<file path="src/core/sfc_pkg.sv">
// Purpose : Shared constants for the serial flash command interpreter.
// Assumes : Core clock pclk at 200 MHz.
// Notes   : Register map, command codes, timing counts and field layout.
package sfc_pkg;

  // ***********************************************************
  // Clock and timing
  // ***********************************************************
  localparam int unsigned CLK_MHZ          = 200;
  localparam int unsigned SLEEP_ENTRY_NS   = 3000;   // sleep_entry_delay, least
  localparam int unsigned WAKE_DELAY_NS    = 8000;   // wake_delay, least
  localparam int unsigned SUSPEND_MAX_NS   = 20000;  // suspend latency, longest
  localparam int unsigned RESUME_MAX_NS    = 200;    // resume latency, longest
  localparam int unsigned SLEEP_ENTRY_CYC  = (SLEEP_ENTRY_NS * CLK_MHZ + 999) / 1000;
  localparam int unsigned WAKE_DELAY_CYC   = (WAKE_DELAY_NS * CLK_MHZ + 999) / 1000;
  localparam int unsigned SUSPEND_CYC      = (SUSPEND_MAX_NS * CLK_MHZ) / 1000;
  localparam int unsigned RESUME_CYC       = (RESUME_MAX_NS * CLK_MHZ) / 1000;

  // ***********************************************************
  // Register map (byte addresses) and fields
  // ***********************************************************
  localparam logic [7:0] ADDR_CTRL   = 8'h00;
  localparam logic [7:0] ADDR_START  = 8'h04;
  localparam logic [7:0] ADDR_STATUS = 8'h08;
  localparam logic [7:0] ADDR_CLEAR  = 8'h0C;
  localparam int unsigned CTRL_BP_LSB   = 0;  // block_protect_bit2..0 in [2:0]
  localparam int unsigned CTRL_FAST     = 3;  // serial clock above 104 MHz
  localparam int unsigned CTRL_ADDR4    = 4;  // 32-bit address mode
  localparam int unsigned CTRL_WRAP_LSB = 5;  // wrap length in [6:5]
  localparam int unsigned START_PROG    = 0;
  localparam int unsigned START_SERASE  = 1;
  localparam logic [6:0] CTRL_RESET     = 7'h00;

  // ***********************************************************
  // Command codes
  // ***********************************************************
  localparam logic [7:0] CMD_WRITE_ENABLE_CMD    = 8'h06;  // write_enable_cmd
  localparam logic [7:0] CMD_WRDIS   = 8'h04;
  localparam logic [7:0] CMD_CE_A    = 8'h60;
  localparam logic [7:0] CMD_CE_B    = 8'hC7;
  localparam logic [7:0] CMD_QPI_ON  = 8'h38;
  localparam logic [7:0] CMD_QPI_OFF = 8'hFF;
  localparam logic [7:0] CMD_SLEEP   = 8'hB9;  // deep_sleep_cmd
  localparam logic [7:0] CMD_WAKE    = 8'hAB;
  localparam logic [7:0] CMD_RST_EN  = 8'h66;
  localparam logic [7:0] CMD_RST     = 8'h99;
  localparam logic [7:0] CMD_UID     = 8'h4B;
  localparam logic [7:0] CMD_ID_A    = 8'h9F;  // identification_read
  localparam logic [7:0] CMD_ID_B    = 8'h9E;
  localparam logic [7:0] CMD_SUSP    = 8'h75;  // operation_suspend_cmd
  localparam logic [7:0] CMD_RESUME  = 8'h7A;  // operation_resume_cmd

  // Frame lengths in serial clocks
  localparam logic [7:0] LEN_CMD_SPI = 8'h08;
  localparam logic [7:0] LEN_CMD_QPI = 8'h02;
  localparam logic [7:0] LEN_HS_DUMMY = 8'h08;
  localparam logic [7:0] LEN_UID_SPI3 = 8'h28;  // cmd + 24 addr + 8 dummy
  localparam logic [7:0] LEN_UID_SPI4 = 8'h30;
  localparam logic [7:0] LEN_UID_QPI3 = 8'h0A;
  localparam logic [7:0] LEN_UID_QPI4 = 8'h0C;

  // Suspend flag positions
  localparam int unsigned SUS_ERASE = 0;
  localparam int unsigned SUS_PROG  = 1;

  typedef enum logic [1:0] {
    SFC_OP_IDLE, SFC_OP_CHIP_ERASE, SFC_OP_PROGRAM, SFC_OP_SECT_ERASE
  } sfc_op_t;

  // Commands refused while a suspend flag is set
  function automatic logic sfc_refused(input logic [7:0] c, input logic [1:0] sus);
    logic base;
    logic prog;
    base = (c == 8'h01) || (c == 8'hB1) || (c == 8'h44) || (c == 8'h20) ||
           (c == 8'h21) || (c == 8'h52) || (c == 8'h5C) || (c == 8'hD8) ||
           (c == 8'hDC) || (c == 8'hC7) || (c == 8'h60);
    prog = (c == 8'h42) || (c == 8'h02) || (c == 8'h12) || (c == 8'h32) ||
           (c == 8'h34) || (c == 8'hC2) || (c == 8'h3E);
    return (|sus && base) || (sus[SUS_PROG] && prog);
  endfunction : sfc_refused

endpackage : sfc_pkg

</file>
<file path="src/core/sfc_core.sv">
// Purpose : Serial flash command interpreter with APB control and status.
// Assumes : Host drives select, serial clock and data; all sampled by pclk.
// Notes   : Array contents are not modelled; operations are timed only.
//
// What this block does
// RL1 - Whole-array erase takes effect only with the write enable latch set.
// RL2 - Erase and deep sleep run only if select rises right after the byte.
// RL3 - Valid whole-array erase raises write-in-progress until done, clears latch.
// RL4 - Whole-array erase is ignored unless all block protect bits are zero.
// RL5 - Command 38 enters quad instruction mode, FF returns to serial mode.
// RL6 - Mode switches keep write latch, suspend state and wrap length.
// RL7 - Deep sleep is entered only by its command, after a fixed delay.
// RL8 - In deep sleep only release and the reset pair are obeyed.
// RL9 - Deep sleep command during a busy cycle is rejected harmlessly.
// RL10 - After release the device accepts commands only after the wake delay.
// RL11 - Release command is ignored while write-in-progress is set.
// RL12 - Unique ID read: command, zero address, dummy byte, then 128 bits out.
// RL13 - Identification read returns maker, type and capacity bytes on falling edges.
// RL14 - Identification read is not decoded during an erase or program.
// RL15 - Host should not send identification read during deep sleep.
// RL16 - Quad mode above 104 MHz puts eight dummy clocks before identification.
// RL17 - Suspend accepted only during busy program or sector erase with no flag set.
// RL18 - Accepted suspend sets its flag at once, drops busy within the latency.
// RL19 - Program suspend refuses register writes, secure ops, erases and programs.
// RL20 - Erase suspend refuses register writes, secure erase and all erases.
// RL21 - Resume accepted only with a suspend flag set and busy clear.
// RL22 - Accepted resume clears the flag at once, sets busy within 200 ns.
// RL23 - Quad mode carries commands a nibble per clock, high nibble first.
`timescale 1ns/1ps

module sfc_core #(
  parameter int unsigned   FULL_ERASE_CYC = 1000000,  // full_erase_time in cycles
  parameter int unsigned   PROGRAM_CYC    = 8000,
  parameter int unsigned   SECT_ERASE_CYC = 20000,
  parameter logic [7:0]    MAKER_ID       = 8'h5A,    // Arbitrary value
  parameter logic [7:0]    TYPE_ID        = 8'h3C,    // Arbitrary value
  parameter logic [7:0]    CAPACITY_ID    = 8'h21,    // Arbitrary value
  parameter logic [127:0]  UNIQUE_ID      = 128'h0123456789ABCDEF_FEDCBA9876543210
) (
  // Clock and reset
  input  wire logic        pclk,
  input  wire logic        presetn,
  // APB slave
  input  wire logic        psel,
  input  wire logic        penable,
  input  wire logic        pwrite,
  input  wire logic [7:0]  paddr,
  input  wire logic [31:0] pwdata,
  output logic      [31:0] prdata,
  output logic             pready,
  output logic             pslverr,
  // Serial link from the host
  input  wire logic        sel_n,
  input  wire logic        sclk,
  input  wire logic [3:0]  io_in,
  output logic      [3:0]  io_out,
  output logic      [3:0]  io_oe
);
  import sfc_pkg::*;

  // ***********************************************************
  // State
  // ***********************************************************
  typedef struct packed {
    logic         sel_s1;
    logic         sel_s2;
    logic         sel_s3;
    logic         clk_s1;
    logic         clk_s2;
    logic         clk_s3;
    logic [3:0]   io_s1;
    logic [3:0]   io_s2;
    logic [7:0]   clk_cnt;
    logic [7:0]   cmd;
    logic         out_on;
    logic         out_arm;
    logic [127:0] out_sr;
    logic         quad_instruction_mode;
    logic         write_enable_latch;
    logic         write_in_progress;
    logic [1:0]   suspend_flags;
    logic         rst_armed;
    logic [2:0]   block_protect;
    logic         fast_clk;
    logic         addr4;
    logic [1:0]   wrap_len;
    sfc_op_t      op;
    logic [31:0]  op_timer;
    logic [15:0]  sus_cnt;
    logic [15:0]  res_cnt;
    logic [15:0]  sleep_cnt;
    logic         deep_sleep;
    logic [15:0]  wake_cnt;
    logic         refused;
    logic         pready;
    logic         pslverr;
    logic [31:0]  prdata;
    logic [3:0]   io_out;
    logic [3:0]   io_oe;
  } sfc_state_t;

  sfc_state_t s_r;
  sfc_state_t s_nxt;

  // Edge events on the synchronised link
  logic       sck_rise;
  logic       sck_fall;
  logic       sel_rise;
  logic       sel_low;
  logic [7:0] len_cmd;
  logic [7:0] len_id;
  logic [7:0] len_uid;
  logic [7:0] cmd_now;
  logic [7:0] cnt_now;
  logic       mapped;
  logic [31:0] rd_word;

  // Edge detection reads only the second and third flops
  assign sck_rise = s_r.clk_s2 & ~s_r.clk_s3;
  assign sck_fall = ~s_r.clk_s2 & s_r.clk_s3;
  assign sel_rise = s_r.sel_s2 & ~s_r.sel_s3;
  assign sel_low  = ~s_r.sel_s2;

  // Frame lengths depend on the current mode
  assign len_cmd = s_r.quad_instruction_mode ? LEN_CMD_QPI : LEN_CMD_SPI;
  assign len_id  = (s_r.quad_instruction_mode && s_r.fast_clk) ?
                   8'(LEN_CMD_QPI + LEN_HS_DUMMY) : len_cmd;            // see RL16
  assign len_uid = s_r.quad_instruction_mode ?
                   (s_r.addr4 ? LEN_UID_QPI4 : LEN_UID_QPI3) :
                   (s_r.addr4 ? LEN_UID_SPI4 : LEN_UID_SPI3);           // see RL12

  // Command byte as it stands after this rising edge
  always_comb begin
    cmd_now = s_r.cmd;
    if (s_r.clk_cnt < len_cmd) begin
      if (s_r.quad_instruction_mode) begin
        cmd_now = {s_r.cmd[3:0], s_r.io_s2};                            // see RL23
      end else begin
        cmd_now = {s_r.cmd[6:0], s_r.io_s2[0]};
      end
    end
  end
  assign cnt_now = (s_r.clk_cnt == 8'hFF) ? 8'hFF : 8'(s_r.clk_cnt + 8'h01);

  // Register decode and read mux
  assign mapped = (paddr == ADDR_CTRL) || (paddr == ADDR_START) ||
                  (paddr == ADDR_STATUS) || (paddr == ADDR_CLEAR);
  always_comb begin
    rd_word = 32'h0000_0000;
    case (paddr)
      ADDR_CTRL: begin
        rd_word[6:0] = {s_r.wrap_len, s_r.addr4, s_r.fast_clk, s_r.block_protect};
      end
      ADDR_STATUS: begin
        rd_word[7:0] = {s_r.refused, (s_r.wake_cnt != 16'h0000), s_r.deep_sleep,
                        s_r.quad_instruction_mode, s_r.suspend_flags,
                        s_r.write_in_progress, s_r.write_enable_latch};
        rd_word[9:8] = s_r.op;
      end
      default: begin
        rd_word = 32'h0000_0000;
      end
    endcase
  end

  // ***********************************************************
  // Next-state logic
  // ***********************************************************
  always_comb begin
    s_nxt = s_r;

    // Two-flop synchronisers on the host pins
    s_nxt.sel_s1 = sel_n;
    s_nxt.sel_s2 = s_r.sel_s1;
    s_nxt.sel_s3 = s_r.sel_s2;
    s_nxt.clk_s1 = sclk;
    s_nxt.clk_s2 = s_r.clk_s1;
    s_nxt.clk_s3 = s_r.clk_s2;
    s_nxt.io_s1  = io_in;
    s_nxt.io_s2  = s_r.io_s1;

    // APB: one registered wait-free answer in the access phase
    s_nxt.pready = 1'b0;
    if (psel && !penable) begin
      s_nxt.pready  = 1'b1;
      s_nxt.pslverr = !mapped;
      s_nxt.prdata  = mapped ? rd_word : 32'h0000_0000;
    end
    if (psel && penable && s_r.pready && pwrite && !s_r.pslverr) begin
      case (paddr)
        ADDR_CTRL: begin
          s_nxt.block_protect = pwdata[CTRL_BP_LSB +: 3];
          s_nxt.fast_clk      = pwdata[CTRL_FAST];
          s_nxt.addr4         = pwdata[CTRL_ADDR4];
          s_nxt.wrap_len      = pwdata[CTRL_WRAP_LSB +: 2];
        end
        ADDR_START: begin
          // Local program or sector erase, same guards as its command
          if (s_r.write_enable_latch && !s_r.write_in_progress &&
              s_r.suspend_flags == 2'b00 && !s_r.deep_sleep) begin
            if (pwdata[START_PROG]) begin
              s_nxt.op                 = SFC_OP_PROGRAM;
              s_nxt.op_timer           = PROGRAM_CYC;
              s_nxt.write_in_progress  = 1'b1;
              s_nxt.write_enable_latch = 1'b0;
            end else if (pwdata[START_SERASE]) begin
              s_nxt.op                 = SFC_OP_SECT_ERASE;
              s_nxt.op_timer           = SECT_ERASE_CYC;
              s_nxt.write_in_progress  = 1'b1;
              s_nxt.write_enable_latch = 1'b0;
            end
          end
        end
        ADDR_CLEAR: begin
          if (pwdata[0]) begin
            s_nxt.refused = 1'b0;
          end
        end
        default: begin
        end
      endcase
    end

    // Self-timed operation, paused while suspended
    if (s_r.write_in_progress && s_r.suspend_flags == 2'b00) begin
      if (s_r.op_timer <= 32'h0000_0001) begin
        s_nxt.write_in_progress = 1'b0;                                 // see RL3
        s_nxt.op                = SFC_OP_IDLE;
        s_nxt.op_timer          = 32'h0000_0000;
      end else begin
        s_nxt.op_timer = s_r.op_timer - 32'h0000_0001;
      end
    end

    // Suspend latency: busy drops when the count runs out
    if (s_r.sus_cnt != 16'h0000) begin
      s_nxt.sus_cnt = s_r.sus_cnt - 16'h0001;
      if (s_r.sus_cnt == 16'h0001) begin
        s_nxt.write_in_progress = 1'b0;                                 // see RL18
      end
    end

    // Resume latency: busy returns when the count runs out
    if (s_r.res_cnt != 16'h0000) begin
      s_nxt.res_cnt = s_r.res_cnt - 16'h0001;
      if (s_r.res_cnt == 16'h0001) begin
        s_nxt.write_in_progress = 1'b1;                                 // see RL22
      end
    end

    // Deep sleep entry delay
    if (s_r.sleep_cnt != 16'h0000) begin
      s_nxt.sleep_cnt = s_r.sleep_cnt - 16'h0001;
      if (s_r.sleep_cnt == 16'h0001) begin
        s_nxt.deep_sleep = 1'b1;                                        // see RL7
      end
    end

    // Wake delay; commands stay blocked until it ends
    if (s_r.wake_cnt != 16'h0000) begin
      s_nxt.wake_cnt = s_r.wake_cnt - 16'h0001;
      if (s_r.wake_cnt == 16'h0001) begin
        s_nxt.deep_sleep = 1'b0;                                        // see RL10
      end
    end

    // Rising serial clock: shift in and arm the read-out
    if (sel_low && sck_rise) begin
      s_nxt.cmd     = cmd_now;
      s_nxt.clk_cnt = cnt_now;
      if (!s_r.deep_sleep && s_r.wake_cnt == 16'h0000 && !s_r.out_arm) begin
        if ((cmd_now == CMD_ID_A || cmd_now == CMD_ID_B) && cnt_now == len_id &&
            !s_r.write_in_progress) begin                               // see RL14
          s_nxt.out_arm = 1'b1;
          s_nxt.out_sr  = {MAKER_ID, TYPE_ID, CAPACITY_ID, 104'h0};     // see RL13
        end else if (cmd_now == CMD_UID && cnt_now == len_uid) begin
          s_nxt.out_arm = 1'b1;
          s_nxt.out_sr  = UNIQUE_ID;                                    // see RL12
        end
      end
    end

    // Falling serial clock: drive the next bit or nibble
    if (sel_low && sck_fall && s_r.out_arm) begin
      s_nxt.out_on = 1'b1;
      if (s_r.quad_instruction_mode) begin
        s_nxt.io_out = s_r.out_sr[127:124];
        s_nxt.io_oe  = 4'hF;
        s_nxt.out_sr = {s_r.out_sr[123:0], 4'h0};
      end else begin
        s_nxt.io_out = {2'b00, s_r.out_sr[127], 1'b0};                  // see RL13
        s_nxt.io_oe  = 4'h2;
        s_nxt.out_sr = {s_r.out_sr[126:0], 1'b0};
      end
    end

    // Select rising: the frame ends and the command is judged
    if (sel_rise) begin
      s_nxt.clk_cnt = 8'h00;
      s_nxt.cmd     = 8'h00;
      s_nxt.out_on  = 1'b0;
      s_nxt.out_arm = 1'b0;
      s_nxt.io_oe   = 4'h0;
      s_nxt.io_out  = 4'h0;
      if (s_r.clk_cnt >= len_cmd && s_r.wake_cnt == 16'h0000 && !s_r.deep_sleep &&
          sfc_refused(s_r.cmd, s_r.suspend_flags)) begin
        s_nxt.refused = 1'b1;                                           // see RL19, RL20
      end
      if (s_r.clk_cnt == len_cmd && s_r.wake_cnt == 16'h0000) begin     // see RL2, RL10
        if (s_r.deep_sleep) begin
          // Only release and the reset pair are obeyed here
          case (s_r.cmd)
            CMD_WAKE: begin
              if (!s_r.write_in_progress) begin                         // see RL11
                s_nxt.wake_cnt = 16'(WAKE_DELAY_CYC);                   // see RL8
              end
            end
            CMD_RST_EN: begin
              s_nxt.rst_armed = 1'b1;
            end
            CMD_RST: begin
              if (s_r.rst_armed) begin
                s_nxt.deep_sleep         = 1'b0;                        // see RL8
                s_nxt.rst_armed          = 1'b0;
                s_nxt.write_enable_latch = 1'b0;
              end
            end
            default: begin
              s_nxt.rst_armed = 1'b0;
            end
          endcase
        end else begin
          s_nxt.rst_armed = 1'b0;
          case (s_r.cmd)
            CMD_WRITE_ENABLE_CMD: begin
              s_nxt.write_enable_latch = 1'b1;
            end
            CMD_WRDIS: begin
              s_nxt.write_enable_latch = 1'b0;
            end
            CMD_QPI_ON: begin
              s_nxt.quad_instruction_mode = 1'b1;                       // see RL5, RL6
            end
            CMD_QPI_OFF: begin
              s_nxt.quad_instruction_mode = 1'b0;                       // see RL5, RL6
            end
            CMD_CE_A, CMD_CE_B: begin
              if (s_r.write_enable_latch && s_r.block_protect == 3'b000 &&
                  !s_r.write_in_progress && s_r.suspend_flags == 2'b00 &&
                  s_r.res_cnt == 16'h0000) begin                        // see RL1, RL4
                s_nxt.op                 = SFC_OP_CHIP_ERASE;
                s_nxt.op_timer           = FULL_ERASE_CYC;
                s_nxt.write_in_progress  = 1'b1;                        // see RL3
                s_nxt.write_enable_latch = 1'b0;                        // see RL3
              end
            end
            CMD_SLEEP: begin
              if (!s_r.write_in_progress && s_r.sleep_cnt == 16'h0000 &&
                  s_r.res_cnt == 16'h0000) begin                        // see RL9
                s_nxt.sleep_cnt = 16'(SLEEP_ENTRY_CYC);                 // see RL7
              end
            end
            CMD_SUSP: begin
              if (s_r.write_in_progress && s_r.suspend_flags == 2'b00 &&
                  (s_r.op == SFC_OP_PROGRAM || s_r.op == SFC_OP_SECT_ERASE)) begin
                if (s_r.op == SFC_OP_PROGRAM) begin                     // see RL17
                  s_nxt.suspend_flags[SUS_PROG] = 1'b1;                 // see RL18
                end else begin
                  s_nxt.suspend_flags[SUS_ERASE] = 1'b1;                // see RL18
                end
                s_nxt.sus_cnt = 16'(SUSPEND_CYC);
              end
            end
            CMD_RESUME: begin
              if (s_r.suspend_flags != 2'b00 && !s_r.write_in_progress) begin
                s_nxt.suspend_flags = 2'b00;                            // see RL21, RL22
                s_nxt.res_cnt       = 16'(RESUME_CYC);
              end
            end
            CMD_RST_EN: begin
              s_nxt.rst_armed = 1'b1;
            end
            CMD_RST: begin
              if (s_r.rst_armed && !s_r.write_in_progress) begin
                s_nxt.write_enable_latch    = 1'b0;
                s_nxt.quad_instruction_mode = 1'b0;
              end
            end
            default: begin
            end
          endcase
        end
      end
    end
  end

  // ***********************************************************
  // State register
  // ***********************************************************
  always_ff @(posedge pclk or negedge presetn) begin
    if (!presetn) begin
      s_r               <= '0;
      s_r.sel_s1        <= 1'b1;
      s_r.sel_s2        <= 1'b1;
      s_r.sel_s3        <= 1'b1;
      s_r.op            <= SFC_OP_IDLE;
      s_r.block_protect <= CTRL_RESET[2:0];
    end else begin
      s_r <= s_nxt;
    end
  end

  // Outputs straight from the state register
  assign prdata  = s_r.prdata;
  assign pready  = s_r.pready;
  assign pslverr = s_r.pslverr;
  assign io_out  = s_r.io_out;
  assign io_oe   = s_r.io_oe;

endmodule : sfc_core

</file>
<file path="config.mk">
export PLATFORM = sky130hd
export DESIGN_NAME = sfc_core
export DESIGN_NICKNAME = d
export VERILOG_FILES = /design/src/core/sfc_pkg.sv /design/src/core/sfc_core.sv
export SDC_FILE = /design/constraint.sdc
export NUM_CORES = 1
export LEC_CHECK = 0
export ABC_CLOCK_PERIOD_IN_PS = 3150
export BUFFER_PORTS_ARGS = -buffer_cell sky130_fd_sc_hd__buf_2
export CAP_MARGIN = 0
export CORE_AREA = 10 10 200 202
export DETAILED_ROUTE_END_ITERATION = 8
export DIE_AREA = 0 0 210 212
export SLEW_MARGIN = 10
export SYNTH_ARGS = -nofsm -noshare
export SYNTH_HDL_FRONTEND = slang
export SYNTH_SLANG_ARGS = --single-unit
</file>
<file path="constraint.sdc">
create_clock -name pclk -period 3.15 [get_ports pclk]
set_input_delay 0.63 -clock pclk [delete_from_list [all_inputs] [get_ports pclk]]
set_output_delay 0.63 -clock pclk [all_outputs]
set_load 0.005 [all_outputs]
</file>
==> results.toml <==
[critical_path]
worst_path_largest_cell_delay_ns = 0.54
critPathArrivalTime_ns = 3.47
path_cells = "ha_1, inv_1, o211ai_2, or4_1, a221o_1, or4_4, buf_12, a211oi_2"
cp_num_buf_inv = 2
worst-path-stages = 8
crit_family = "simple AND/OR/NAND/NOR gates"
reg2reg_depth = 8
crit_type = "reg -> reg"
critPathRequiredTime_ns = 3.58
r2r_setup_slack_ns = 0.11
crit_slowest_cell = "or4_1"
worstPathMaxFanout = 44
critPathCaptureType = "flop"
cp-start-kind = "flop"
r2r_end = "s_r[206]"
reg2reg_from = "s_r[154]"

[timing]
period_needed_ns = 3.04
slew_violations = 0
setup_viol = 0
post-route-period-util_pct = 96.4
tns_ns = 0
fin_hold_ws_ns = 0.0512
relSlewSlack_pct = 42.6
finClkSkew_ns = 0.0203
finalHoldViolations = 0
rsz0062_at_grt = "no"
fin_ws_ns = 0.114
tightest_slew_ns = 0.857
max_clock_freq_mhz = 329

[power_and_ir_drop]
p_per_area_nw_per_um2 = 443
seqPwrFrac_pct = 46.6
p_clk_share_pct = 50.6
p_total_mw = 7.97
p_leak_nw = 7.82
combPwrFrac_pct = 2.8
p_int_mw = 6.24
switching_share_pct = 21.7
power.switching_mw = 1.73
ir_drop_mv = 0.444

[finish]
drive_gt1_share_pct = 15.9
design_area_sq_um = 18000
diodes = 0
utilization_pct = 49.9
syn2layout_area_growth_pct = 12.5
nets = 1786
layoutNonFillerInstCount = 2214

[yosys]
synth.most_common_cell = "dfrtp_1"
yosys_warnings = 0
synth-edff-count = 0
synth_seq_cells = 286
async_flop_share_pct = 100
syn_area_sq_um = 16000
synth_ff_type = "dfrtp_1"
synth_seq_area_share_pct = 44.8
synth_cells = 1712
yosysUniqueCellTypes = 68
synth_top_area_share_pct = 44.3
ys_top_cells_by_count = "dfrtp_1, nor2_1, nor3_1"
synthTopCellsByArea = "dfrtp_1, nor2_1, a211oi_2"
synth_area_leader_cell = "dfrtp_1"
syn-mean-instance-area_sq_um = 9.34

[clocking]
clock_latency_ns = 0.53
htree_levels = 2
clkSinkCount = 286
root_buffer = "clkbuf_16"
clkTransAtPathRegs_ns = 0.06
cts_buffers = 35
cts_tree = "done"
clock_path_buffers = 3

[die]
start_util_pct = 44.3
core_area_sq_um = 36100
die_area_sq_um = 44500
io_pins = 93
dieWidth_um = 210
die_h_um = 212
rows = 70

[routing]
routed-wl-met3_mm = 1.42
routed.top_layer = "met4"
wl_met2_mm = 17.3
met1Wirelength_mm = 17.3
postRouteAntennaNets = 0
drt_wl_total_mm = 36.7
drt_iter0_markers = 768
dr.pass1.iters = 5
vias = 12399
drc = 0
viasPerCell = 5.60
post_drt_wl_per_cell_um = 16.6

[flow_run]
drv_cap = 0

[place]
io_buffer_count = 45
dp.cells = 2148
pre_cts_ws_ns = 0.112
dpl_cell_area_sq_um = 16800
detailed_place_hpwl_mm = 22.9
gp_congestion = 0.892

[hold_path]
hold_path_class = "in -> async"

[grt]
grt_pass1_wl_mm = 61.8
grt_pass1_vias = 12128
track_usage_pct = 16.2
antenna_found_initial = 0
overflow = 0
grt_max_degree = 162

[run_status]
status = "completed"
how the worst max path moves through the flow:
stage	end	slack, ns	startpoint
final	s_r[206]	0.11	s_r[154]
after global routing	s_r[195]	0.02	s_r[53]
after CTS	s_r[206]	0.08	s_r[53]
after detailed placement	s_r[127]	0.11	s_r[120]
after global placement	s_r[127]	0.14	s_r[43]
after floorplan	s_r[110]	0.24	s_r[43]
layout make-up:
class / instances / area (sq um)
multi-input combinational: 1259 / 8050
fill: 3398 / 18100
clock buffer: 54 / 1060
tap: 468 / 586
sequential: 286 / 7160
inverter: 24 / 90.1
clock inverter: 8 / 92.6
timing repair buffer: 115 / 952
registers in the layout (all words and copies together) (netlist names):
name     count
s_nxt        8
io_out       4
pready       1
pslverr      1
prdata      10
s_r        260
io_oe        2
cells in the final DEF (no fill, tap or decap), types with 6 or more instances in the layout:
| cell | n |
|---|---|
| dfrtp_1 | 282 |
| nor2_1 | 204 |
| inv_1 | 24 |
| a211oi_2 | 58 |
| clkbuf_8 | 7 |
| or2_2 | 9 |
| buf_2 | 44 |
| xnor2_1 | 27 |
| o211ai_1 | 13 |
| or4_1 | 23 |
| or3_1 | 14 |
| clkbuf_16 | 38 |
| nor3_1 | 117 |
| o31ai_1 | 12 |
| ha_1 | 14 |
| mux2i_1 | 64 |
| nand4_1 | 13 |
| nor2b_1 | 75 |
| xor2_1 | 34 |
| nand3_1 | 42 |
| nand2b_1 | 16 |
| nor3b_1 | 7 |
| buf_12 | 13 |
| o21ai_0 | 56 |
| nor4_1 | 22 |
| and2_1 | 8 |
| a211oi_1 | 73 |
| clkbuf_1 | 10 |
| nand2_1 | 115 |
| a21oi_1 | 100 |
| nand4b_1 | 6 |
| nand3b_1 | 15 |
| buf_4 | 54 |
| mux2_2 | 20 |
| conb_1 | 22 |
| a31oi_1 | 7 |
timing repair:
item,in CTS,in global routing
buffers inserted,0,2
resized for setup,0,5
setup endpoints to repair,0,105
hold buffers,0,0
power by group through the flow:
| stage | Clock, mW | Combinational [mW] | Sequential [mW] |
|---|---|---|---|
| 2_1_floorplan | 0 | 0.113 | 3.77 |
| 3_3_place_gp | 0 | 0.226 | 3.78 |
| 3_5_place_dp | 0 | 0.228 | 3.78 |
| 4_1_cts | 4.15 | 0.228 | 3.72 |
| 5_1_grt | 4.30 | 0.253 | 3.72 |
| 6_report | 4.03 | 0.221 | 3.72 |
metal layers:
metal,GRT usage [%],vias up
li1,-,6090
met1,21.6,6051
met2,26.8,209
met3,2.64,49
met4,4.34,0
met5,0,-
cells by family (layout without fill, tap and decap cells):
kind of cell             Yosys count  count (layout)  share of synthesized area, %
AND/OR/NAND/NOR                  724             724                          23.2
AO/OA/AOI/OAI                    354             354                          16.3
flip-flops                       286             286                          44.8
buffers and inverters            188             201                          5.88
multiplexers                      84              84                          5.41
XOR/XNOR                          61              61                          3.34
adder cells (fa/ha/maj)           14              14                          1.10
other                              1              22                        0.0234
Power figures use the tool's default switching activity.
